File: src/logic/pspa_pkg.sv
`default_nettype none

package pspa_pkg;

  // ----------------------------------------------------------------
  // record placement in the cyclic input telegram
  // ----------------------------------------------------------------
  localparam logic [7:0] REC_FIRST_BYTE = 8'h0e;  // telegram byte 14
  localparam logic [7:0] REC_LAST_BYTE  = 8'h15;  // telegram byte 21
  localparam int         REC_BYTES      = 8;

  // module-relative byte indices
  localparam logic [2:0] BYTE_FIELD  = 3'h0;  // telegram 14
  localparam logic [2:0] BYTE_LOCK   = 3'h1;  // telegram 15
  localparam logic [2:0] BYTE_WSEG   = 3'h2;  // telegram 16
  localparam logic [2:0] BYTE_PSEG   = 3'h3;  // telegram 17
  localparam logic [2:0] BYTE_PAIR12 = 3'h4;  // telegram 18
  localparam logic [2:0] BYTE_PAIR3  = 3'h5;  // telegram 19
  localparam logic [2:0] BYTE_MATCH  = 3'h6;  // telegram 20

  // bit positions inside their byte
  localparam int BIT_WARN_FREE  = 0;
  localparam int BIT_PROT_FREE  = 1;
  localparam int BIT_FUNC_ACT   = 4;
  localparam int BIT_WARN_LOCK  = 0;
  localparam int BIT_PROT_LOCK  = 1;
  localparam int BIT_SEG1       = 0;
  localparam int BIT_SEG2       = 1;
  localparam int BIT_PAIR_LO    = 0;
  localparam int BIT_PAIR_HI    = 4;
  localparam int BIT_MATCH1     = 0;
  localparam int BIT_MATCH2     = 1;

  // field-pair numbering
  localparam logic [3:0] PAIR_MIN = 4'h1;
  localparam logic [3:0] PAIR_MAX = 4'ha;
  localparam logic [3:0] PAIR_NONE = 4'h0;

  // ----------------------------------------------------------------
  // software registers (byte addresses)
  // ----------------------------------------------------------------
  localparam logic [7:0] REG_CTRL   = 8'h00;
  localparam logic [7:0] REG_REC_LO = 8'h04;
  localparam logic [7:0] REG_REC_HI = 8'h08;

  localparam int CTRL_PREDEF1_LSB = 0;
  localparam int CTRL_PREDEF2_LSB = 4;
  localparam int CTRL_CFG_BIT     = 8;
  localparam logic [3:0] PREDEF1_RESET = 4'h1;
  localparam logic [3:0] PREDEF2_RESET = 4'h2;
  localparam logic       CFG_RESET     = 1'b0;

  // ----------------------------------------------------------------
  // scanner status arriving from the evaluation core
  // ----------------------------------------------------------------
  typedef struct packed {
    logic       warn_field_a_free;
    logic       prot_field_a_free;
    logic       func_a_running;
    logic       warn_a_restart_lock;
    logic       prot_a_restart_lock;
    logic       warn_a_seg1_free;
    logic       warn_a_seg2_free;
    logic       prot_a_seg1_free;
    logic       prot_a_seg2_free;
    logic [3:0] pair1;
    logic [3:0] pair2;
    logic [3:0] pair3;
  } pspa_scan_type;

  typedef struct packed {
    logic [3:0] predef1;
    logic [3:0] predef2;
    logic       func_a_cfg;
  } pspa_ctrl_type;

  typedef logic [REC_BYTES*8-1:0] pspa_record_type;

endpackage

`default_nettype wire

File: src/logic/pspa_pair_check.sv
`default_nettype none

module pspa_pair_check (
  input  wire logic [3:0] i_pair1,
  input  wire logic [3:0] i_pair2,
  input  wire logic [3:0] i_pair3,
  input  wire logic [3:0] i_predef1,
  input  wire logic [3:0] i_predef2,
  output logic      [3:0] o_pair1,
  output logic      [3:0] o_pair2,
  output logic      [3:0] o_pair3,
  output logic            o_func_a_predef_match1,
  output logic            o_func_a_predef_match2
);

  // out-of-range numbers are shown as zero rather than passed on
  function automatic logic [3:0] clean_pair(input logic [3:0] p);
    clean_pair = (p >= pspa_pkg::PAIR_MIN && p <= pspa_pkg::PAIR_MAX) ? p : pspa_pkg::PAIR_NONE;
  endfunction

  always_comb begin
    o_pair1 = clean_pair(i_pair1);
    o_pair2 = clean_pair(i_pair2);
    o_pair3 = clean_pair(i_pair3);
    // active pair is the first selected one
    o_func_a_predef_match1 = (o_pair1 != pspa_pkg::PAIR_NONE) && (o_pair1 == i_predef1);
    o_func_a_predef_match2 = (o_pair1 != pspa_pkg::PAIR_NONE) && (o_pair1 == i_predef2);
  end

endmodule // pspa_pair_check

`default_nettype wire

File: src/logic/pspa_packer.sv
// Overview of operation
// - byte 17 bit 0 shows protective segment 1, 0 occupied and 1 free.
// - byte 17 bit 1 shows protective segment 2, 0 occupied and 1 free, bits 2-7 reserved.
// - byte 14 bit 4 is 1 while function A is active and configured, else 0.
// - byte 15 bit 0 is 1 while the warning-field restart interlock is active.
// - byte 15 bit 1 is 1 while the protective-field restart interlock is active, bits 2-7 reserved.
// - three pair numbers 1 to 10 sit in byte 18 low, byte 18 high and byte 19 low nibbles.
// - byte 14 bit 0 shows the warning field and bit 1 the protective field, 0 occupied and 1 free.
// - byte 16 bits 0 and 1 show warning segments 1 and 2 occupancy.
// - byte 20 bits 0 and 1 are 1 when the active pair equals predefined pair 1 or 2.
`default_nettype none

module pspa_packer (
  input  wire logic                    i_ref_clk,
  input  wire logic                    i_rst,
  input  wire pspa_pkg::pspa_scan_type i_scan,
  input  wire logic                    i_tel_rd,
  input  wire logic [7:0]              i_tel_addr,
  output logic      [7:0]              o_tel_data,
  output logic                         o_tel_hit,
  output pspa_pkg::pspa_record_type    o_record,
  input  wire logic [7:0]              i_reg_addr,
  input  wire logic [31:0]             i_reg_wdata,
  input  wire logic                    i_reg_wr,
  input  wire logic                    i_reg_rd,
  output logic      [31:0]             o_reg_rdata
);

  // ----------------------------------------------------------------
  // control register
  // ----------------------------------------------------------------
  pspa_pkg::pspa_ctrl_type ctrl_q, ctrl_d;

  always_comb begin
    ctrl_d = ctrl_q;
    if (i_reg_wr && i_reg_addr == pspa_pkg::REG_CTRL) begin
      ctrl_d.predef1    = i_reg_wdata[pspa_pkg::CTRL_PREDEF1_LSB +: 4];
      ctrl_d.predef2    = i_reg_wdata[pspa_pkg::CTRL_PREDEF2_LSB +: 4];
      ctrl_d.func_a_cfg = i_reg_wdata[pspa_pkg::CTRL_CFG_BIT];
    end
  end

  always_ff @(posedge i_ref_clk or posedge i_rst) begin
    if (i_rst) begin
      ctrl_q.predef1    <= pspa_pkg::PREDEF1_RESET;
      ctrl_q.predef2    <= pspa_pkg::PREDEF2_RESET;
      ctrl_q.func_a_cfg <= pspa_pkg::CFG_RESET;
    end else begin
      ctrl_q <= ctrl_d;
    end
  end

  // ----------------------------------------------------------------
  // record assembly
  // ----------------------------------------------------------------
  logic [3:0] pair1_c, pair2_c, pair3_c;
  logic       match1_c, match2_c;

  pspa_pair_check u_pair_check (
    .i_pair1                (i_scan.pair1),
    .i_pair2                (i_scan.pair2),
    .i_pair3                (i_scan.pair3),
    .i_predef1              (ctrl_q.predef1),
    .i_predef2              (ctrl_q.predef2),
    .o_pair1                (pair1_c),
    .o_pair2                (pair2_c),
    .o_pair3                (pair3_c),
    .o_func_a_predef_match1 (match1_c),
    .o_func_a_predef_match2 (match2_c)
  );

  logic [7:0] rec_q [pspa_pkg::REC_BYTES];
  logic [7:0] rec_d [pspa_pkg::REC_BYTES];

  always_comb begin
    for (int i = 0; i < pspa_pkg::REC_BYTES; i++) begin
      rec_d[i] = 8'h00;
    end
    rec_d[pspa_pkg::BYTE_FIELD][pspa_pkg::BIT_WARN_FREE] = i_scan.warn_field_a_free;
    rec_d[pspa_pkg::BYTE_FIELD][pspa_pkg::BIT_PROT_FREE] = i_scan.prot_field_a_free;
    // a running function that software has not configured is not reported
    rec_d[pspa_pkg::BYTE_FIELD][pspa_pkg::BIT_FUNC_ACT] = i_scan.func_a_running & ctrl_q.func_a_cfg;
    rec_d[pspa_pkg::BYTE_LOCK][pspa_pkg::BIT_WARN_LOCK] = i_scan.warn_a_restart_lock;
    rec_d[pspa_pkg::BYTE_LOCK][pspa_pkg::BIT_PROT_LOCK] = i_scan.prot_a_restart_lock;
    rec_d[pspa_pkg::BYTE_WSEG][pspa_pkg::BIT_SEG1] = i_scan.warn_a_seg1_free;
    rec_d[pspa_pkg::BYTE_WSEG][pspa_pkg::BIT_SEG2] = i_scan.warn_a_seg2_free;
    rec_d[pspa_pkg::BYTE_PSEG][pspa_pkg::BIT_SEG1] = i_scan.prot_a_seg1_free;
    rec_d[pspa_pkg::BYTE_PSEG][pspa_pkg::BIT_SEG2] = i_scan.prot_a_seg2_free;
    rec_d[pspa_pkg::BYTE_PAIR12][pspa_pkg::BIT_PAIR_LO +: 4] = pair1_c;
    rec_d[pspa_pkg::BYTE_PAIR12][pspa_pkg::BIT_PAIR_HI +: 4] = pair2_c;
    rec_d[pspa_pkg::BYTE_PAIR3][pspa_pkg::BIT_PAIR_LO +: 4] = pair3_c;
    rec_d[pspa_pkg::BYTE_MATCH][pspa_pkg::BIT_MATCH1] = match1_c;
    rec_d[pspa_pkg::BYTE_MATCH][pspa_pkg::BIT_MATCH2] = match2_c;
  end

  // reset shows all fields occupied, the safe reading for a consumer
  always_ff @(posedge i_ref_clk or posedge i_rst) begin
    if (i_rst) begin
      for (int i = 0; i < pspa_pkg::REC_BYTES; i++) begin
        rec_q[i] <= 8'h00;
      end
    end else begin
      rec_q <= rec_d;
    end
  end

  always_comb begin
    for (int i = 0; i < pspa_pkg::REC_BYTES; i++) begin
      o_record[i*8 +: 8] = rec_q[i];
    end
  end

  // ----------------------------------------------------------------
  // telegram byte fetch
  // ----------------------------------------------------------------
  function automatic logic in_record(input logic [7:0] a);
    in_record = (a >= pspa_pkg::REC_FIRST_BYTE) && (a <= pspa_pkg::REC_LAST_BYTE);
  endfunction

  logic [7:0] tel_data_q, tel_data_d;
  logic       tel_hit_q, tel_hit_d;
  logic [7:0] tel_off;

  always_comb begin
    tel_off    = i_tel_addr - pspa_pkg::REC_FIRST_BYTE;
    tel_hit_d  = i_tel_rd && in_record(i_tel_addr);
    tel_data_d = tel_hit_d ? rec_q[tel_off[2:0]] : 8'h00;
  end

  always_ff @(posedge i_ref_clk or posedge i_rst) begin
    if (i_rst) begin
      tel_data_q <= 8'h00;
      tel_hit_q  <= 1'b0;
    end else begin
      tel_data_q <= tel_data_d;
      tel_hit_q  <= tel_hit_d;
    end
  end

  assign o_tel_data = tel_data_q;
  assign o_tel_hit  = tel_hit_q;

  // ----------------------------------------------------------------
  // register read port
  // ----------------------------------------------------------------
  logic [31:0] rdata_q, rdata_d;

  always_comb begin
    rdata_d = 32'h0000_0000;
    if (i_reg_rd) begin
      unique case (i_reg_addr)
        pspa_pkg::REG_CTRL:   rdata_d = {23'h000000, ctrl_q.func_a_cfg, ctrl_q.predef2, ctrl_q.predef1};
        pspa_pkg::REG_REC_LO: rdata_d = o_record[31:0];
        pspa_pkg::REG_REC_HI: rdata_d = o_record[63:32];
        default:              rdata_d = 32'h0000_0000;
      endcase
    end
  end

  always_ff @(posedge i_ref_clk or posedge i_rst) begin
    if (i_rst) begin
      rdata_q <= 32'h0000_0000;
    end else begin
      rdata_q <= rdata_d;
    end
  end

  assign o_reg_rdata = rdata_q;
endmodule // pspa_packer

`default_nettype wire

File: config.mk
export PLATFORM = sky130hd
export DESIGN_NAME = pspa_packer
export DESIGN_NICKNAME = d
export VERILOG_FILES = /design/src/logic/pspa_pkg.sv /design/src/logic/pspa_pair_check.sv /design/src/logic/pspa_packer.sv
export SDC_FILE = /design/constraint.sdc
export NUM_CORES = 1
export LEC_CHECK = 0
export BUFFER_PORTS_ARGS = -buffer_cell sky130_fd_sc_hd__buf_2
export CAP_MARGIN = 10
export CORE_MARGIN = 2
export CORE_UTILIZATION = 43
export DETAILED_ROUTE_END_ITERATION = 12
export HOLD_SLACK_MARGIN = 0.1
export PLACE_DENSITY = 0.76
export SETUP_SLACK_MARGIN = 0.2
export SKIP_LAST_GASP = 1
export SLEW_MARGIN = 20
export SYNTH_ARGS = -nofsm -noshare
export SYNTH_HDL_FRONTEND = slang
export SYNTH_SLANG_ARGS = --single-unit
File: constraint.sdc
create_clock -name i_ref_clk -period 2.15 [get_ports i_ref_clk]
set_input_delay 0.43 -clock i_ref_clk [delete_from_list [all_inputs] [get_ports i_ref_clk]]
set_output_delay 0.43 -clock i_ref_clk [all_outputs]
set_load 0.03 [all_outputs]
==> results.py <==
metrics = {
    "outcome": {
        "status": "finished with violations",
        "violations": "DRC",
    },
    "clocking": {
        "cts.repair.resized": 0,
        "htree_levels": 3,
        "clock_sinks": 57,
        "clk_path_buf_depth": 2,
        "numCtsBuffers": 9,
        "post_cts_buffers": 0,
        "root_buffer": "clkbuf_8",
        "cts.clk_slew.worst_paths_ns": 0.06,
        "clock_latency_ns": 0.33,
        "cts_tree": "done",
        "postCtsHoldBufs": 0,
    },
    "grt": {
        "antenna_found_initial": 0,
        "grt_pass1_wl_um": 9130,
        "grt_usage_pct": 16.0,
        "grt_overflow_total": 0,
        "grt_pass1_vias": 1951,
        "grt_max_degree": 58,
    },
    "place": {
        "portBuffers": 98,
        "pre_cts_ws_ns": 0.188,
        "dp_hpwl_um": 4660,
        "gp_congestion": 0.752,
    },
    "finish": {
        "drive_gt1_share_pct": 35.9,
        "syn2layout_area_growth_pct": 19.1,
        "layout_commonest_cell": "buf_2",
        "diodes": 0,
        "seq_area_um2": 1430,
        "multi_input_area_um2": 1160,
        "n_fill_cell": 552,
        "final_nets": 442,
        "final_cell_mix": "98 x buf_2, 57 x conb_1, 55 x dfrtp_1",
    },
    "timing": {
        "hold_viol": 0,
        "setup-violations-final": 0,
        "finalSetupTns_ns": 0,
        "setup_ws_ns": 0.537,
        "max_freq_mhz": 620,
        "fin_skew_ns": 0.00456,
        "worst_pin_slew_ns": 0.502,
        "finalCritPeriodShare_pct": 75.0,
        "fin_crit_ns": 1.61,
        "maxSlewHeadroom_pct": 66.4,
        "rsz0062_at_grt": "false",
        "finalMaxSlewViolations": 0,
    },
    "power": {
        "power.density_nw_per_um2": 721,
        "leakagePower_nw": 1.88,
        "vdd_drop_max_mv": 0.258,
    },
    "route": {
        "routed_wirelength_um": 6010,
        "post_drt_wl_per_cell_um": 13.4,
        "dr_total_vias": 2111,
        "drc": 10,
        "vias_per_cell": 4.69,
        "detail_route.iter0.violations": 90,
        "drtPass1Iterations": 10,
        "ant_nets": 0,
    },
    "critical_path": {
        "cp_max_fo": 9,
        "cp-startpoint": "i_reg_addr[5]",
        "reg2reg_slack_ns": 0.96,
        "critPathTopFamily": "simple AND/OR/NAND/NOR gates",
        "reg2reg_from": "o_record[8]",
        "crit_path_end_kind": "flip-flop",
        "cp_slowest_cell": "or4_4",
        "path_buf_inv": 1,
        "critPathLaunchType": "input port",
        "crit_type": "in2reg",
        "cp_cell_sequence": "buf_2, or4_4, nor3_4, nand3_4, mux2_2",
        "worstReg2RegEnd": "o_tel_data[0]",
        "critical-path-max-stage-delay_ns": 0.53,
        "required_ns": 2.37,
        "reg2reg_depth": 3,
        "critical_path_arrival_ns": 1.83,
    },
    "floorplanning": {
        "row_count": 29,
        "die_w_um": 85.9,
        "start_util_pct": 44.9,
        "coreArea_um2": 6420,
        "dieArea_um2": 7370,
        "pin_count": 179,
        "fp.dieH_um": 85.9,
    },
    "logic_synthesis": {
        "ys_types": 36,
        "synth_warnings": 0,
        "ys.flop_type": "dfrtp_1",
        "async_reset_ff_share_pct": 100,
        "ys_seq_elements": 57,
        "syn_area_per_cell_um2": 10.8,
        "syn_inst": 268,
        "syn_area_um2": 2880,
        "synth-edff-count": 0,
        "seq_area_frac_synth_pct": 49.6,
        "synth_largest_type_area_fraction_pct": 47.8,
        "synth_largest_area_cell": "dfrtp_1",
        "synthTopCellsByArea": "dfrtp_1 48%, buf_4 15%, mux2i_1 5.9%",
    },
    "worst_hold_path": {
        "hp-class": "in2async",
    },
    "job": {
        "maxCapViolations": 0,
    },
}
[registers in the layout, summed over array words and instances (netlist names)]
name,count
o_record,23
o_reg_rdata,16
ctrl_q,9
o_tel_data,8
o_tel_hit,1
[synth_stat cells, types with 2 or more instances]
cell and number:
buf_4 57, dfrtp_1 55, nor2_1 22, mux2i_1 17
a21oi_1 10, inv_1 9, mux2_2 9, nor2b_1 9
and2_1 8, clkbuf_1 8, o21ai_0 8, nor3_1 7
nand2_1 5, a211oi_1 4, and3_1 4, a22oi_1 3
nand2b_1 3, nand3b_1 3, nor4_1 3, a31oi_1 2
buf_2 2, dfstp_2 2, mux4_2 2, nand4bb_1 2
nor4b_1 2, o32ai_1 2
[per-stage QoR]
stage / power (mW) / cells / cell area [um2] / hold WS, ns / utilization, %
finish: 2.48 / 450 / 3430 / 0.143 / 53.4
global route: 2.58 / 450 / 3430 / 0.161 / 53.4
CTS: 2.50 / 450 / 3430 / 0.144 / 53.4
detailed placement: 1.56 / 434 / 3240 / 0.501 / 50.4
global placement: 1.55 / 434 / 3240 / 0.495 / 50.4
floorplan: 1.53 / 324 / 3090 / 0.461 / -
[cell families (layout without fill, tap and decap cells)]
family,after synthesis,after routing,synth area share (%)
and+or+nand+nor,74,74,15.1
xor gates and xnor gates,1,1,0.304
other,1,57,0.130
buffers and inverters,76,125,17.4
AOI/OAI and AO/OA,31,31,6.47
muxes,28,28,11.0
DFF,57,57,49.6
[report_power, final]
part	internal [mW]	switching (mW)
Clock	0.540	0.389
Combinational	0.112	0.295
Sequential	1.11	0.0326
Total	1.76	0.716
[area by class of cell]
class / instances / share of cell area, %
clock buffer: 14 / 5.32
inverter: 9 / 0.985
tap: 77 / 2.81
clock inverter: 2 / 0.292
timing repair buffer: 100 / 15.1
sequential: 57 / 41.6
multi-input combinational: 191 / 33.8
[worst min-delay path, delay by kind of cell]
| family | cells | cell delay [ns] |
|---|---|---|
| buffers and inverters | 3 | 0.43 |
[layer usage]
metal  track usage [%]  part of all wire [%]  vias to the layer above
met5                 0                     0                        -
met4              6.93                   2.0                        0
met3              5.00                   8.4                       12
met2              27.8                    51                      100
met1              18.1                    39                     1005
li1                  -                     -                      994
[how the worst max path moves through the flow]
stage                      endpoint  slack [ns]  depth (start not counted)
after floorplan           ctrl_q[0]        0.32                          1
after global placement    ctrl_q[6]        0.21                          5
after detailed placement  ctrl_q[4]        0.19                          5
after CTS                 ctrl_q[4]        0.55                          5
after global routing      ctrl_q[4]        0.52                          5
final                     ctrl_q[4]        0.54                          5
No activity file was read; power rests on OpenSTA's default activity.
